<file path="config.mk">
export PLATFORM = sky130hd
export DESIGN_NAME = debugger_control_status
export DESIGN_NICKNAME = d
export VERILOG_FILES = /design/src/debug_unit_pkg.sv /design/src/debugger_control_status.sv /design/src/sync3.sv
export SDC_FILE = /design/constraint.sdc
export NUM_CORES = 1
export LEC_CHECK = 0
export BUFFER_PORTS_ARGS = -buffer_cell sky130_fd_sc_hd__buf_2
export CORE_ASPECT_RATIO = 1.2
export CORE_UTILIZATION = 45
export DETAILED_ROUTE_END_ITERATION = 10
export GPL_TIMING_DRIVEN = 0
export PLACE_DENSITY = 0.7
export SKIP_CTS_REPAIR_TIMING = 1
export SYNTH_ARGS = -nofsm -noshare
export SYNTH_HDL_FRONTEND = slang
export SYNTH_SLANG_ARGS = --single-unit
</file>
<file path="constraint.sdc">
create_clock -name clk -period 3.4 [get_ports clk]
set_input_delay 0.34 -clock clk [delete_from_list [all_inputs] [get_ports clk]]
set_output_delay 0.34 -clock clk [all_outputs]
set_load 0.02 [all_outputs]
</file>
<file path="src/debug_unit_pkg.sv">
// constants shared by the debugger control and status logic
package debug_unit_pkg;
   // host command codes
   localparam logic [7:0] CMD_STATUS_READ = 8'h02;
   localparam logic [7:0] CMD_CTL_WRITE   = 8'h04;
   localparam logic [7:0] CMD_CTL_READ    = 8'h05;
   // control field positions
   localparam int CTL_HALT_BIT   = 7;
   localparam int CTL_BREAK_OPCODE_ENABLE_BIT  = 6;
   localparam int CTL_ACK_BIT    = 5;
   localparam int CTL_SPIN_BIT   = 4;
   localparam int CTL_PCM_BIT    = 3;
   localparam int CTL_ZERO_BIT   = 2;
   localparam int CTL_RSV_BIT    = 1;
   localparam int CTL_RST_BIT    = 0;
   // status field positions
   localparam int STAT_IDLE_BIT  = 7;
   localparam int STAT_HALT_BIT  = 6;
   localparam int STAT_LOCK_BIT  = 5;
   // reset values, zero count, acknowledge byte and break opcode
   localparam logic [7:0]  CTL_RESET     = 8'h00;
   localparam logic [15:0] COUNT_RESET   = 16'h0000;
   localparam logic [15:0] COUNT_ZERO    = 16'h0000;
   localparam logic [7:0]  ACK_BYTE      = 8'hFF;
   localparam logic [7:0]  BREAK_OPCODE  = 8'h00;
   // length of the device reset pulse in system clocks
   localparam int RESET_TIME_NS  = 100;
   localparam int CLK_PERIOD_NS  = 10;
   localparam int RESET_CYCLES   =
      (RESET_TIME_NS + CLK_PERIOD_NS - 1) / CLK_PERIOD_NS;
endpackage : debug_unit_pkg

</file>
<file path="src/debugger_control_status.sv">
// debugger control and status registers with break and counter logic
`timescale 1ns/1ps
module debugger_control_status #(
   parameter int COUNT_W = 16
) (
   input  wire logic               clk,
   input  wire logic               rst_n,
   // host command port
   input  wire logic               cmd_valid,
   input  wire logic [7:0]         cmd_code,
   input  wire logic [7:0]         cmd_data,
   output logic                    rd_valid,
   output logic [7:0]              rd_data,
   // acknowledge byte towards the host link
   output logic                    ack_valid,
   output logic [7:0]              ack_data,
   // processor core
   input  wire logic               opcode_decode,
   input  wire logic [7:0]         opcode,
   input  wire logic [COUNT_W-1:0] prog_counter,
   input  wire logic               core_halt_state,
   output logic                    fetch_stop,
   output logic                    break_loop,
   output logic                    device_reset,
   // counter load from the counter write command
   input  wire logic               count_load,
   input  wire logic [COUNT_W-1:0] count_value,
   output logic [COUNT_W-1:0]      debug_counter,
   // read-protect option pin, programmed 0 means enabled
   input  wire logic               read_protect_n
);
   logic lock_sync;
   logic [7:0]         ctl_r, ctl_nxt;
   logic               brk_seen_r, brk_seen_nxt;
   logic [COUNT_W-1:0] cnt_r, cnt_nxt, cnt_base_r, cnt_base_nxt;
   logic [7:0]         rst_cnt_r, rst_cnt_nxt;
   logic               rd_valid_r, rd_valid_nxt;
   logic [7:0]         rd_data_r, rd_data_nxt;
   logic               ack_valid_r, ack_valid_nxt;
   logic               dev_rst_r, dev_rst_nxt;
   logic               halt_st_r, lock_st_r;
   logic               brk_loop_r, brk_loop_nxt;
   logic               brk_hit, brk_halt, pc_hit, zero_hit, ctl_wr;
   logic [7:0]         wr_val, status;

   // option pin comes from outside the clock domain
   sync3 i_sync3 (
      .clk   (clk),
      .rst_n (rst_n),
      .din   (~read_protect_n),
      .dout  (lock_sync)
   );

   // break source decode
   always_comb begin
      ctl_wr   = cmd_valid && (cmd_code == debug_unit_pkg::CMD_CTL_WRITE);
      brk_hit  = opcode_decode && (opcode == debug_unit_pkg::BREAK_OPCODE)
                 && ctl_r[debug_unit_pkg::CTL_BREAK_OPCODE_ENABLE_BIT];
      brk_halt = brk_hit && !ctl_r[debug_unit_pkg::CTL_SPIN_BIT];
      pc_hit   = ctl_r[debug_unit_pkg::CTL_PCM_BIT]
                 && !ctl_r[debug_unit_pkg::CTL_HALT_BIT]
                 && (prog_counter == cnt_r);
      zero_hit = ctl_r[debug_unit_pkg::CTL_ZERO_BIT]
                 && !ctl_r[debug_unit_pkg::CTL_PCM_BIT]
                 && !ctl_r[debug_unit_pkg::CTL_HALT_BIT]
                 && (cnt_r == COUNT_W'(1));
      // reserved bit forced to zero whatever the host sends
      wr_val   = cmd_data & ~(8'h01 << debug_unit_pkg::CTL_RSV_BIT);
   end

   // control register next value
   always_comb begin
      ctl_nxt = ctl_r;
      if (ctl_wr) begin
         ctl_nxt = wr_val;
         if (lock_sync && ctl_r[debug_unit_pkg::CTL_HALT_BIT]) begin
            ctl_nxt[debug_unit_pkg::CTL_HALT_BIT] = 1'b1;
         end
         // a pending reset request is not withdrawn by a new write
         if (ctl_r[debug_unit_pkg::CTL_RST_BIT]) begin
            ctl_nxt[debug_unit_pkg::CTL_RST_BIT] = 1'b1;
         end
      end
      if (dev_rst_r && (rst_cnt_r == 8'h01)) begin
         ctl_nxt[debug_unit_pkg::CTL_RST_BIT] = 1'b0;
      end
      // hardware break sets win over a same-cycle clear
      if (brk_halt || pc_hit || zero_hit) begin
         ctl_nxt[debug_unit_pkg::CTL_HALT_BIT] = 1'b1;
      end
      // core loops on break only while both enable and spin are set
      brk_loop_nxt = ctl_nxt[debug_unit_pkg::CTL_BREAK_OPCODE_ENABLE_BIT]
                     && ctl_nxt[debug_unit_pkg::CTL_SPIN_BIT];
   end

   // break record, counter and reset sequencer next values
   always_comb begin
      brk_seen_nxt = brk_seen_r;
      if (ctl_wr) begin
         brk_seen_nxt = 1'b0;
      end
      if (brk_hit) begin
         brk_seen_nxt = 1'b1;
      end
      cnt_base_nxt = cnt_base_r;
      cnt_nxt      = cnt_r;
      if (count_load && ctl_r[debug_unit_pkg::CTL_HALT_BIT]) begin
         cnt_nxt      = count_value;
         cnt_base_nxt = count_value;
      end else if (ctl_r[debug_unit_pkg::CTL_HALT_BIT]
                   && !ctl_nxt[debug_unit_pkg::CTL_HALT_BIT]
                   && !ctl_r[debug_unit_pkg::CTL_ZERO_BIT]) begin
         cnt_nxt = cnt_base_r;
      end else if (!ctl_r[debug_unit_pkg::CTL_HALT_BIT]
                   && !ctl_r[debug_unit_pkg::CTL_PCM_BIT]
                   && (cnt_r != debug_unit_pkg::COUNT_ZERO)) begin
         cnt_nxt = cnt_r - COUNT_W'(1);
      end
      rst_cnt_nxt = rst_cnt_r;
      dev_rst_nxt = dev_rst_r;
      if (dev_rst_r) begin
         rst_cnt_nxt = rst_cnt_r - 8'h01;
         if (rst_cnt_r == 8'h01) begin
            dev_rst_nxt = 1'b0;
         end
      end else if (ctl_wr && wr_val[debug_unit_pkg::CTL_RST_BIT]) begin
         dev_rst_nxt = 1'b1;
         rst_cnt_nxt = 8'(debug_unit_pkg::RESET_CYCLES);
      end
   end

   // status assembly and host read / acknowledge
   always_comb begin
      status = 8'h00;
      status[debug_unit_pkg::STAT_IDLE_BIT] =
         ctl_r[debug_unit_pkg::CTL_HALT_BIT] || brk_seen_r;
      status[debug_unit_pkg::STAT_HALT_BIT] = halt_st_r;
      status[debug_unit_pkg::STAT_LOCK_BIT] = lock_st_r;
      rd_valid_nxt = 1'b0;
      rd_data_nxt  = rd_data_r;
      if (cmd_valid && (cmd_code == debug_unit_pkg::CMD_CTL_READ)) begin
         rd_valid_nxt = 1'b1;
         rd_data_nxt  = ctl_r;
      end else if (cmd_valid
                   && (cmd_code == debug_unit_pkg::CMD_STATUS_READ)) begin
         rd_valid_nxt = 1'b1;
         rd_data_nxt  = status;
      end
      ack_valid_nxt = ctl_r[debug_unit_pkg::CTL_ACK_BIT]
                      && (brk_halt || pc_hit || zero_hit);
   end

   // state registers
   always_ff @(posedge clk or negedge rst_n) begin
      if (!rst_n) begin
         ctl_r       <= debug_unit_pkg::CTL_RESET;
         brk_seen_r  <= 1'b0;
         cnt_r       <= COUNT_W'(debug_unit_pkg::COUNT_RESET);
         cnt_base_r  <= COUNT_W'(debug_unit_pkg::COUNT_RESET);
         rst_cnt_r   <= 8'h00;
         dev_rst_r   <= 1'b0;
         rd_valid_r  <= 1'b0;
         rd_data_r   <= 8'h00;
         ack_valid_r <= 1'b0;
         halt_st_r   <= 1'b0;
         lock_st_r   <= 1'b0;
         brk_loop_r  <= 1'b0;
      end else begin
         ctl_r       <= ctl_nxt;
         brk_seen_r  <= brk_seen_nxt;
         cnt_r       <= cnt_nxt;
         cnt_base_r  <= cnt_base_nxt;
         rst_cnt_r   <= rst_cnt_nxt;
         dev_rst_r   <= dev_rst_nxt;
         rd_valid_r  <= rd_valid_nxt;
         rd_data_r   <= rd_data_nxt;
         ack_valid_r <= ack_valid_nxt;
         halt_st_r   <= core_halt_state;
         lock_st_r   <= lock_sync;
         brk_loop_r  <= brk_loop_nxt;
      end
   end

   // outputs straight from flip-flops, except ack_data which is the constant ACK_BYTE
   assign fetch_stop    = ctl_r[debug_unit_pkg::CTL_HALT_BIT];
   assign break_loop    = brk_loop_r;
   assign device_reset  = dev_rst_r;
   assign rd_valid      = rd_valid_r;
   assign rd_data       = rd_data_r;
   assign ack_valid     = ack_valid_r;
   assign ack_data      = debug_unit_pkg::ACK_BYTE;
   assign debug_counter = cnt_r;

   // halt sources, break record and acknowledge
   a_halt_on_brk: assert property (
      @(posedge clk) disable iff (!rst_n)
      brk_halt |=> ctl_r[7])
      else $error("break did not set halt");
   a_lock_holds: assert property (
      @(posedge clk) disable iff (!rst_n)
      (ctl_wr && lock_sync && ctl_r[7] && !cmd_data[7]) |=> ctl_r[7])
      else $error("halt cleared under read lock");
   a_nop_disabled: assert property (
      @(posedge clk) disable iff (!rst_n)
      (!ctl_r[6] && !pc_hit && !zero_hit && !ctl_wr && !ctl_r[7])
      |=> !ctl_r[7])
      else $error("halt set with break disabled");
   a_spin_no_halt: assert property (
      @(posedge clk) disable iff (!rst_n)
      (brk_hit && ctl_r[4] && !pc_hit && !zero_hit && !ctl_wr && !ctl_r[7])
      |=> !ctl_r[7])
      else $error("spin break entered debug mode");
   a_loop_out: assert property (
      @(posedge clk) disable iff (!rst_n)
      break_loop == (ctl_r[6] && ctl_r[4]))
      else $error("break loop output wrong");
   a_brk_seen: assert property (
      @(posedge clk) disable iff (!rst_n)
      brk_hit |=> brk_seen_r)
      else $error("break not recorded");
   a_idle_clear: assert property (
      @(posedge clk) disable iff (!rst_n)
      (ctl_wr && !brk_hit) |=> !brk_seen_r)
      else $error("break record survived write");
   a_ack_sent: assert property (
      @(posedge clk) disable iff (!rst_n)
      (ctl_r[5] && brk_halt) |=> ack_valid)
      else $error("ack byte missing");
   a_ack_only: assert property (
      @(posedge clk) disable iff (!rst_n)
      !(brk_halt || pc_hit || zero_hit) |=> !ack_valid)
      else $error("ack byte without breakpoint");
   a_pc_break: assert property (
      @(posedge clk) disable iff (!rst_n)
      pc_hit |=> fetch_stop)
      else $error("pc match did not halt");

   // debug counter
   a_count_hold: assert property (
      @(posedge clk) disable iff (!rst_n)
      (ctl_r[3] && !ctl_r[7] && !count_load) |=> $stable(cnt_r))
      else $error("counter moved under pc match");
   a_count_down: assert property (
      @(posedge clk) disable iff (!rst_n)
      (!ctl_r[7] && !ctl_r[3] && (cnt_r != COUNT_W'(0)))
      |=> (cnt_r == ($past(cnt_r) - COUNT_W'(1))))
      else $error("counter did not step down");
   a_zero_break: assert property (
      @(posedge clk) disable iff (!rst_n)
      zero_hit |=> (fetch_stop && (cnt_r == COUNT_W'(0))))
      else $error("zero count did not halt");
   a_reload_hold: assert property (
      @(posedge clk) disable iff (!rst_n)
      (ctl_r[7] && !ctl_nxt[7] && ctl_r[2] && !count_load)
      |=> $stable(cnt_r))
      else $error("counter reloaded under zero break");

   // control writes, reset request and host reads
   a_ctl_write: assert property (
      @(posedge clk) disable iff (!rst_n)
      (ctl_wr && !lock_sync && !ctl_r[0] && !dev_rst_r
       && !brk_halt && !pc_hit && !zero_hit)
      |=> (ctl_r == ($past(cmd_data) & 8'hFD)))
      else $error("control write not stored");
   a_reset_pulse: assert property (
      @(posedge clk) disable iff (!rst_n)
      $rose(dev_rst_r) |-> ##9 dev_rst_r ##1 !dev_rst_r)
      else $error("device reset pulse length wrong");
   a_reset_ends: assert property (
      @(posedge clk) disable iff (!rst_n)
      $rose(dev_rst_r) |-> ##[1:20] !ctl_r[0])
      else $error("reset request did not clear");
   a_rd_answer: assert property (
      @(posedge clk) disable iff (!rst_n)
      (cmd_valid && (cmd_code == 8'h05))
      |=> (rd_valid && (rd_data == $past(ctl_r))))
      else $error("control read answer wrong");
   a_status_rsv: assert property (
      @(posedge clk) disable iff (!rst_n)
      (rd_valid && ($past(cmd_code) == 8'h02)) |-> (rd_data[4:0] == 5'h00))
      else $error("reserved status bits not zero");
   a_lock_status: assert property (
      @(posedge clk) disable iff (!rst_n)
      lock_st_r == $past(lock_sync))
      else $error("read lock status lags");
endmodule : debugger_control_status

</file>
<file path="src/sync3.sv">
// three-stage synchroniser with agreement filter for a pin level
`timescale 1ns/1ps
module sync3 (
   input  wire logic clk,
   input  wire logic rst_n,
   input  wire logic din,
   output logic      dout
);
   logic s1_r, s2_r, s3_r, out_r;
   logic out_nxt;

   // change counts only when stages two and three agree
   always_comb begin
      out_nxt = (s2_r == s3_r) ? s2_r : out_r;
   end

   // register chain
   always_ff @(posedge clk or negedge rst_n) begin
      if (!rst_n) begin
         s1_r  <= 1'b0;
         s2_r  <= 1'b0;
         s3_r  <= 1'b0;
         out_r <= 1'b0;
      end else begin
         s1_r  <= din;
         s2_r  <= s1_r;
         s3_r  <= s2_r;
         out_r <= out_nxt;
      end
   end

   assign dout = out_r;
endmodule : sync3

</file>
* Yosys cells after proc, flatten, opt, wreduce, memory -nomap -nowiden
Index checks and enable logic that the tools add are counted.
** Word-level totals
- Bits in latches :: 0
- Bits of input ports :: 63
- Logic and storage cells :: 83
- Memories kept :: 0
- Register bits after elaboration :: 66
- Bits in read-only memories :: 0
- Output and inout bits :: 37
- RAM bits :: 0
** Operators by class
- Equal/unequal tests :: 7
- Multiplexer cells :: 19
- Add/subtract/negate cells :: 2
- Shift-type cells :: 0
- Bitwise operators :: 1
- $mul :: 0
- Reductions and logical operators :: 36
- Divide/modulo/power cells :: 0
- Magnitude comparators :: 0
** Operators with widths (number)
- 16-bit two-way mux :: 3
- 8-bit two-way mux :: 5
- 1-bit logical AND :: 21
- 16-bit by 1-bit equality test with 1-bit output (second input constant) :: 1
- 16-bit equality test :: 1
- 8-bit by 3-bit equality test with 1-bit output (second input constant) :: 2
- 16-bit nonzero test :: 1
- 16-bit by 1-bit subtractor with 16-bit output (second input constant) :: 1
- 1-bit two-way mux :: 11
- 8-bit by 1-bit equality test with 1-bit output (second input constant) :: 1
- 8-bit by 2-bit equality test with 1-bit output (second input constant) :: 1
- 8-bit logical NOT :: 1
- 2-bit nonzero test :: 4
- 8-bit by 1-bit subtractor with 8-bit output (second input constant) :: 1
- 1-bit logical NOT :: 5
- 1-bit logical OR :: 3
- 3-bit nonzero test :: 1
- 1-bit equality test :: 1
- 1-bit NOT :: 1

* Depth between registers and ports, before layout
Gate-level depths: netlist of run 1.
- Depth in word-level cells :: 12
- Gate-level depth with buffers :: 8
- Mapped depth without buffers :: 7

* Hierarchy
A second synthesis of run 1 with hierarchy kept.
** Unflattened totals
- Cells, all modules :: 387
- Area, all modules :: 3525.9 sq um
** By module, submodules not included
- debugger_control_status :: area an instance 3414.5 sq um, instances 1, seq. area each 1526.5 sq um, cells an instance 382
- sync3 :: area an instance 111.4 sq um, instances 1, seq. area each 100.1 sq um, cells an instance 5

* Worst setup path before layout of run 1
OpenSTA, ideal clock, no wires.
- Path type :: flip-flop to flip-flop
- From :: register cnt_r[8], in the netlist debug_counter[8]
- To :: register cnt_r[15], in the netlist debug_counter[15]
- Stages on the path, launching flop included :: 6
- Buffers on the path :: 1
- Path slack :: 1024 ps
- Period minus slack after synthesis :: 2376 ps
- Data arrival time :: 2255 ps
- Cells stage by stage :: dfrtp_1 > buf_2 > or4_1 > or3_1 > or4_1 > a32o_1
** On the way
- Word-level cells in the longest chain between the ends :: 10
- Elaborated cells on any way between the ends :: 17
- Those cells by class :: 1 x add/sub; 2 x eq/ne; 4 x mux; 10 x reduce/logical
** RTL lines
- from (decl) :: RTL line debugger_control_status.sv:35 : logic [COUNT_W-1:0] cnt_r, cnt_nxt, cnt_base_r, cnt_base_nxt;
- from (signal assigned) :: RTL line debugger_control_status.sv:158 : cnt_r <= COUNT_W'(debug_unit_pkg::COUNT_RESET);
- from (signal assigned) :: RTL line debugger_control_status.sv:171 : cnt_r <= cnt_nxt;
- branches (longest 10 deep; another with 16-bit by 1-bit subtractor with 16-bit output)
Parallel ways; which one is timed is not known. The select of a mux whose other input is x is not followed.
A chain may end at the register's enable or synchronous reset.

* Worst setup path after layout of run 1
- From :: register cnt_r[2], in the netlist debug_counter[2]
- To :: register cnt_r[11], in the netlist debug_counter[11]
The elaborated chain is that of the path after synthesis.

==> results of run 1 <==
cell families (layout without fill, tap and decap cells):
kind of cell	after synthesis	in the layout
AOI/OAI and AO/OA	84	84
buffers and inverters	45	149
DFF	65	65
xor gates and xnor gates	22	22
adders and majority gates	6	6
and+or+nand+nor	160	160
other	2	9
registers in the layout (all words and copies together), names as in the netlist:
name,count
i_sync3.dout,1
cnt_base_r,16
ack_valid,1
rd_valid,1
rd_data,7
break_loop,1
debug_counter,16
brk_seen_r,1
lock_st_r,1
device_reset,1
ctl_r,7
rst_cnt_r,8
i_sync3.s1_r,1
halt_st_r,1
i_sync3.s3_r,1
i_sync3.s2_r,1
worst register-to-register path: cells and delay by family (launching register included):
family / cells / cell delay, ns
buffers and inverters: 1 / 0.23
AO/OA/AOI/OAI: 3 / 0.69
flip-flops: 1 / 0.37
AND/OR/NAND/NOR: 2 / 1.06
layer usage:
layer	vias up	part of all wire	track usage
met3	23	0.068	0.0567
met1	1537	0.41	0.294
met2	142	0.49	0.401
met5	-	0	0
met4	0	0.027	0.100
li1	1593	-	-
cell type report:
class                      count  area share
multi-input combinational    281       0.403
buffer                        28      0.0380
inverter                      17      0.0146
sequential                    65       0.371
tap                           92      0.0263
clock buffer                  12      0.0354
clock inverter                 3     0.00914
timing repair buffer          89       0.102
per-stage QoR:
| step | area [µm²] | power, mW | setup slack, ns | hold slack (ns) | std cells |
|---|---|---|---|---|---|
| final | 4380 | 2.05 | 0.944 | 0.0828 | 587 |
| after global routing | 4380 | 2.16 | 0.841 | 0.0906 | 587 |
| after detailed placement | 4180 | 1.40 | 0.773 | 0.336 | 572 |
| after global placement | 4180 | 1.38 | 0.766 | 0.333 | 572 |
| after CTS | 4380 | 2.07 | 0.972 | 0.0886 | 587 |
| after floorplan | 3620 | 1.23 | 1.02 | 0.0444 | 391 |
worst max-delay path by stage:
stage | end | startpoint | cells after the start | slack [ns]
after global placement | debug_counter[2]$_DFFE_PN0P_ | cmd_code[3] | 8 | 0.77
after global routing | debug_counter[11]$_DFFE_PN0P_ | debug_counter[2]$_DFFE_PN0P_ | 6 | 0.84
after CTS | debug_counter[15]$_DFFE_PN0P_ | debug_counter[8]$_DFFE_PN0P_ | 5 | 0.97
final | debug_counter[11]$_DFFE_PN0P_ | debug_counter[2]$_DFFE_PN0P_ | 6 | 0.94
after floorplan | debug_counter[15]$_DFFE_PN0P_ | debug_counter[8]$_DFFE_PN0P_ | 5 | 1.02
after detailed placement | debug_counter[2]$_DFFE_PN0P_ | cmd_code[3] | 8 | 0.77
power by group:
| group | leakage (nW) | switching, mW | internal [mW] |
|---|---|---|---|
| Clock | 0.102 | 0.290 | 0.373 |
| Combinational | 1.13 | 0.261 | 0.171 |
| Sequential | 0.804 | 0.0882 | 0.863 |
cells in the final DEF, fill, tap and decap left out, types with 11 or more instances in the layout:
| cell | count |
|---|---|
| nand2_1 | 67 |
| clkbuf_1 | 12 |
| o21ai_0 | 17 |
| dfrtp_1 | 65 |
| buf_2 | 92 |
| nor2_1 | 18 |
| inv_1 | 17 |
| nor3_1 | 16 |
| xor2_1 | 18 |
| a31oi_1 | 11 |
| clkbuf_8 | 11 |
==> results.ini, run 1 <==
[worst_hold_path]
worstHoldPathType=primary input to async pin

[critical_path]
reg2reg_from=debug_counter[2]$_DFFE_PN0P_
critPathRequiredTime_ns=3.64
slowest_stage=or4_1
cp_slowest_stage_delay_ns=0.69
endpoint_kind=flip-flop
crit_fanout=9
cp_num_buf_inv=1
crit_chain=clkbuf_1 > or4_1 > or2_2 > a311oi_1 > a211oi_1 > o32ai_1
startpoint_type=flip-flop
r2r_cells=6
criticalPathCategory=flip-flop to flip-flop
cp_top_family=simple AND/OR/NAND/NOR gates
r2r_slack_ns=0.94
cp.arrival_ns=2.69
reg2reg_to=debug_counter[11]$_DFFE_PN0P_

[run]
max_cap_violations=0

[routing]
routed_wl_um=9370
drc=0
vias_per_cell=5.61
vias=3295
drt_iter0_drc=209
routedWlPerCell_um=16.0
antenna_left=0
drt_pass1_iterations=4

[logic_synthesis]
synthTopCellsByArea=dfrtp_1 (45%), nand2_1 (7.0%), xor2_1 (4.4%)
synth_edf_count=0
synth-compound-area-share=0.173
yosysSeqAreaShare=0.452
synth.avg_cell_area_um2=9.36
ys_types=66
yosys.area_share.simple=0.234
synth_commonest_cells=nand2_1 (67), dfrtp_1 (65), nor2_1 (18), xor2_1 (18)
synthArstFlopShare=1.00
netlist_area_um2=3590
synth_top_family_by_area=simple AND/OR/NAND/NOR gates
yosysWarnings=0
synthAdderAreaFrac=0.0202
ys_ff_latch=65
synth-main-ff-cell=dfrtp_1
synth_area_leader_cell=dfrtp_1
yosysMostFrequentCell=nand2_1
synth_cells=384
synth_top_area_frac=0.452
synthMuxAreaShare=0
synthXorXnorAreaFrac=0.0536

[clock_tree]
htree_levels=3
cts_buffer_depth=2
clk_latency_ns=0.34
cts_made_buffers=9
clkTransAtPathRegs_ns=0.07
cts_tree=built
root_buffer=clkbuf_8
cts.sinks=65

[global_route]
antenna_found_initial=0
grt_max_degree=66
grt_pass1_vias=3287
gr-total-overflow=0
grt_pass1_wl_um=15600
grt_use_total=0.238

[floorplanning]
core-area_um2=7710
num_rows=35
die_w_um=83.6
dieArea_um2=8350
pin_count=100
die_h_um=99.9
initial_core_util=0.466

[sta]
fin_setup_tns_ns=0
finClkSkew_ns=0.00924
setup_viol=0
layout_min_cycle_time_ns=2.46
finalMaxSlewViolations=0
worst_slew_pin_slew_ns=0.814
slew_headroom=0.453
rsz0062_at_grt=false
finalHoldViolations=0
fmaxAchievable_ghz=0.407
post-route-period-util=0.722

[final_layout]
layout-drive-gt1-share=0.267
multi_input_area_um2=1760
fin_util=0.568
fillers=715
num_antenna_cells=0
syn_to_final_growth_pct=21.8
regArea_um2=1630
finalNetCount=559

[pwr]
pwr_density_cell_nw_per_um2=467
leakagePower_nw=2.04
vdd.ir_drop.worst_v=0.000352

[placed_design]
portBuffers=89
gp_congestion=0.922
place_hpwl_um=6760

[outcome]
status=finished clean

Power figures use the tool's default switching activity.
==> run 2, diff against run 1 <==
clock period = 2.4 ns   (was 3.4 ns; I/O delays follow)
==> run 2 against run 1 <==
Against the previous run:
- the run now ends with negative hold slack left
- die area unchanged
- fmax is 3.9% higher
- sequential share of layout area fell by 0.28 points
- worst setup slack lost 0.91 ns
- routed wire length grew 0.59%
- combinational power up 39%
- clock skew down 0.00056 ns
- cell count down 0.17%
- clock-buffer cell count is the same
- cell area rose by 0.91%
- largest power group unchanged
==> results.ini, run 2 (synthesis results as in run 1) <==
[global_route]
gr-total-overflow=0
grt_use_total=0.238
grt_pass1_wl_um=15600
grt_pass1_vias=3287
grt_max_degree=66
antenna_found_initial=0

[clock_tree]
clkTransAtPathRegs_ns=0.07
cts.sinks=65
cts_tree=built
root_buffer=clkbuf_8
htree_levels=3
cts_buffer_depth=2
cts_made_buffers=9
clk_latency_ns=0.34

[pwr]
leakagePower_nw=2.05
vdd.ir_drop.worst_v=0.000498
comb_power_share=0.207
switching_power_uw=914
pwr_density_cell_nw_per_um2=659
switching_share=0.314
seqPwrFrac=0.470
p_int_mw=2.00
power_frac_clock=0.324

[final_layout]
regArea_um2=1630
multi_input_area_um2=1800
layout-drive-gt1-share=0.283
fin_util=0.573
fillers=708
finalNetCount=558
most-common-layout-cells=buf_2 (92), nand2_1 (67), dfrtp_1 (63)
num_antenna_cells=0
final_common_cell=buf_2
syn_to_final_growth_pct=22.9

[floorplanning]
dieArea_um2=8350
core-area_um2=7710
die_h_um=99.9
num_rows=35
die_w_um=83.6
pin_count=100
initial_core_util=0.466

[sta]
hold_slack_ns=-0.0182
fmaxAchievable_ghz=0.423
setup_viol=0
fin_setup_tns_ns=0
slew_headroom=0.469
rsz0062_at_grt=true
finClkSkew_ns=0.00868
post-route-period-util=0.985
worst_slew_pin_slew_ns=0.790
finalHoldViolations=13
worst_slack_ns=0.0369
layout_min_cycle_time_ns=2.36
finalMaxSlewViolations=0

[routing]
antenna_left=0
drc=0
routedWlPerCell_um=16.1
drt_pass1_iterations=4
vias=3306
drt_iter0_drc=206
vias_per_cell=5.64
routed_wl_um=9420

[placed_design]
place_hpwl_um=6760
place_ws_ns=-0.127
gp_congestion=0.922
portBuffers=89

[critical_path]
endpoint_kind=flip-flop
worst-path-stages=5
slowest_stage=or4_4
cp_slowest_stage_delay_ns=0.53
startpoint_type=flip-flop
critPathRequiredTime_ns=2.63
cp.arrival_ns=2.59
crit_chain=buf_2 > or4_4 > or3_4 > or4_1 > a32o_1
reg2reg_to=debug_counter[15]$_DFFE_PN0P_
crit_fanout=9
criticalPathCategory=flip-flop to flip-flop
critPathCapture=debug_counter[15]$_DFFE_PN0P_
cp_num_buf_inv=1
reg2reg_from=debug_counter[8]$_DFFE_PN0P_
r2r_cells=5
cp_top_family=simple AND/OR/NAND/NOR gates
critical_path.startpoint=debug_counter[8]$_DFFE_PN0P_
r2r_slack_ns=0.04

[worst_hold_path]
worstHoldPathType=primary input to async pin

[outcome]
violations=negative hold slack
status=finished, violations left

[run]
max_cap_violations=0

run 2: cell types whose count changed in the layout (fill, tap and decap cells not counted), sizes merged:
cell and delta:
clkbuf -2, dlygate4sd3 +1
run 2: layout make-up:
class                   instances  area share
inverters                      17      0.0144
well taps                      92      0.0260
flip-flops and latches         65       0.369
repair buffers                 90       0.104
multi-input cells             281       0.407
plain buffers                  26      0.0362
clock buffers                  12      0.0351
clock inverters                 3     0.00906
run 2: metal layers:
| layer | wire, µm | GRT usage | up-vias |
|---|---|---|---|
| met5 | 0 | 0 | - |
| met4 | 224 | 0.100 | 0 |
| met3 | 654 | 0.0567 | 19 |
| met2 | 4610 | 0.401 | 151 |
| met1 | 3930 | 0.294 | 1547 |
| li1 | - | - | 1589 |
run 2: power by group through the flow:
| stage | Clock, mW | Combinational, mW | Sequential [mW] |
|---|---|---|---|
| 2_1_floorplan | 0 | 0.362 | 1.38 |
| 3_3_place_gp | 0 | 0.598 | 1.36 |
| 3_5_place_dp | 0 | 0.613 | 1.37 |
| 4_1_cts | 0.965 | 0.615 | 1.35 |
| 5_1_grt | 1.01 | 0.674 | 1.39 |
| 6_report | 0.942 | 0.602 | 1.37 |
run 2: stage by stage:
step,instance area [µm²],std cells,total power [mW]
2_1_floorplan,3620,391,1.75
3_3_place_gp,4180,572,1.96
3_5_place_dp,4180,572,1.98
4_1_cts,4380,587,2.93
5_1_grt,4420,586,3.07
6_report,4420,586,2.91
run 2: worst min-delay path by stage:
stage | endpoint | slack [ns] | cells past startpoint | from
final | rst_cnt_r[0]$_DFFE_PN0P_ | -0.02 | 1 | rst_n
after global routing | i_sync3.s1_r$_DFF_PN0_ | 0.02 | 2 | read_protect_n
after CTS | halt_st_r$_DFF_PN0_ | -0.01 | 1 | core_halt_state
after detailed placement | i_sync3.s2_r$_DFF_PN0_ | 0.34 | 0 | i_sync3.s1_r$_DFF_PN0_
after global placement | i_sync3.s2_r$_DFF_PN0_ | 0.33 | 0 | i_sync3.s1_r$_DFF_PN0_
after floorplan | ack_valid$_DFF_PN0_ | -0.06 | 0 | rst_n
==> run 3, diff against run 2 <==
BUFFER_PORTS_ARGS = -buffer_cell sky130_fd_sc_hd__buf_4   (was -buffer_cell sky130_fd_sc_hd__buf_2)
==> run 3 against run 2 <==
Against the previous run:
- the run still ends with negative hold slack left
- worst setup slack got worse by 0.016 ns
- critical path depth did not move
- routed wire length rose by 5.1%
- die area did not move
- total power rose by 5.8%
- first-iteration DRC count rose by 21%
- clock skew rose by 0.0029 ns
- clock-buffer cell count fell by 2
- critical path type unchanged
- largest cell class unchanged
==> results.ini, run 3 (synthesis results as in run 1) <==
[critical_path]
critical_path.startpoint=debug_counter[8]$_DFFE_PN0P_
critPathRequiredTime_ns=2.63
cp_top_family=simple AND/OR/NAND/NOR gates
startpoint_type=flip-flop
critPathCapture=debug_counter[15]$_DFFE_PN0P_
reg2reg_to=debug_counter[15]$_DFFE_PN0P_
worst-path-stages=5
crit_chain=buf_6 > or4_4 > or3_4 > or4_1 > a32o_1
r2r_slack_ns=0.02
criticalPathCategory=flip-flop to flip-flop
cp_num_buf_inv=1
endpoint_kind=flip-flop
reg2reg_from=debug_counter[8]$_DFFE_PN0P_
crit_fanout=9
cp.arrival_ns=2.61
slowest_stage=or4_4
cp_slowest_stage_delay_ns=0.54
r2r_cells=5

[clock_tree]
clkTransAtPathRegs_ns=0.07
cts.sinks=65
clk_latency_ns=0.35
cts_made_buffers=9
cts_buffer_depth=2
htree_levels=3
root_buffer=clkbuf_8
cts_tree=built

[routing]
drt_pass1_iterations=4
routedWlPerCell_um=16.9
antenna_left=0
drc=0
routed_wl_um=9900
vias=3331
drt_iter0_drc=249
vias_per_cell=5.68

[global_route]
grt_pass1_wl_um=16100
gr-total-overflow=0
grt_max_degree=66
grt_pass1_vias=3364
grt_use_total=0.244
antenna_found_initial=0

[final_layout]
most-common-layout-cells=buf_4 (99), nand2_1 (67), dfrtp_1 (64)
syn_to_final_growth_pct=29.9
num_antenna_cells=0
fin_cells=586
fillers=702
final_common_cell=buf_4
finalNetCount=558
layout-drive-gt1-share=0.285

[sta]
finClkSkew_ns=0.0116
finalMaxSlewViolations=0
setup_viol=0
finalHoldViolations=10
worst_slew_pin_slew_ns=0.809
hold_slack_ns=-0.00824
post-route-period-util=0.991
slew_headroom=0.461
fin_setup_tns_ns=0
layout_min_cycle_time_ns=2.38
rsz0062_at_grt=true
fmaxAchievable_ghz=0.420

[floorplanning]
die_w_um=83.6
pin_count=100
initial_core_util=0.466
num_rows=35
core-area_um2=7710
dieArea_um2=8350
die_h_um=99.9

[pwr]
p_int_mw=2.13
switching_share=0.309
leakagePower_nw=2.13
switching_power_uw=951
pwr_density_cell_nw_per_um2=659
power_frac_clock=0.338
seqPwrFrac=0.446
comb_power_share=0.216
vdd.ir_drop.worst_v=0.000512

[run]
max_cap_violations=0

[outcome]
status=finished, violations left
violations=negative hold slack

[placed_design]
portBuffers=89
placed_cells=572
place_hpwl_um=7140
gp_congestion=0.897

[worst_hold_path]
worstHoldPathType=primary input to async pin

-- run 3: cell types whose count changed in the layout (fill, tap and decap cells not counted), moves of 2 or more --
cell | previous run | this run
clkinvlp_4 | 0 | 2
buf_4 | 10 | 99
buf_2 | 92 | 3
clkbuf_1 | 9 | 7
-- run 3: stage by stage --
| step | setup slack [ns] | power (mW) | instance area (µm²) | utilization |
|---|---|---|---|---|
| finish | 0.0210 | 3.08 | 4670 | 0.606 |
| global route | -0.0290 | 3.23 | 4670 | 0.606 |
| CTS | -0.0577 | 3.08 | 4620 | 0.600 |
| global placement | -0.155 | 2.01 | 4400 | 0.571 |
| floorplan | 0.0235 | 1.75 | 3620 | - |
| detailed placement | -0.176 | 2.04 | 4400 | 0.571 |
-- run 3: area by class of cell --
class,count,area (µm²),share of cell area
multi-input cells,281,1800,0.385
flip-flops and latches,65,1630,0.349
repair buffers,91,686,0.147
plain buffers,25,163,0.0348
clock buffers,10,138,0.0295
well taps,92,115,0.0247
clock inverters,5,80.1,0.0171
inverters,17,63.8,0.0137
-- run 3: worst min path at each step --
stage	start	slack (ns)	depth (start not counted)	endpoint
after global routing	read_protect_n	0.03	2	i_sync3.s1_r$_DFF_PN0_
after detailed placement	core_halt_state	0.35	1	halt_st_r$_DFF_PN0_
after floorplan	rst_n	-0.06	0	ack_valid$_DFF_PN0_
after CTS	core_halt_state	-0.01	1	halt_st_r$_DFF_PN0_
final	rst_n	-0.008	1	rst_cnt_r[1]$_DFFE_PN0P_
after global placement	i_sync3.s1_r$_DFF_PN0_	0.33	0	i_sync3.s2_r$_DFF_PN0_
-- run 3: routing by layer --
layer / GRT usage / vias to the layer above / routed length (µm)
met5: 0 / - / 0
li1: - / 1589 / -
met2: 0.415 / 129 / 4970
met3: 0.0452 / 19 / 543
met4: 0.110 / 0 / 244
met1: 0.303 / 1594 / 4140
-- run 3: power groups by stage --
| stage | Combinational [mW] | Clock [mW] | Sequential, mW |
|---|---|---|---|
| after detailed placement | 0.669 | 0 | 1.37 |
| after floorplan | 0.362 | 0 | 1.38 |
| after global routing | 0.734 | 1.10 | 1.39 |
| final | 0.664 | 1.04 | 1.37 |
| after CTS | 0.671 | 1.05 | 1.35 |
| after global placement | 0.648 | 0 | 1.36 |
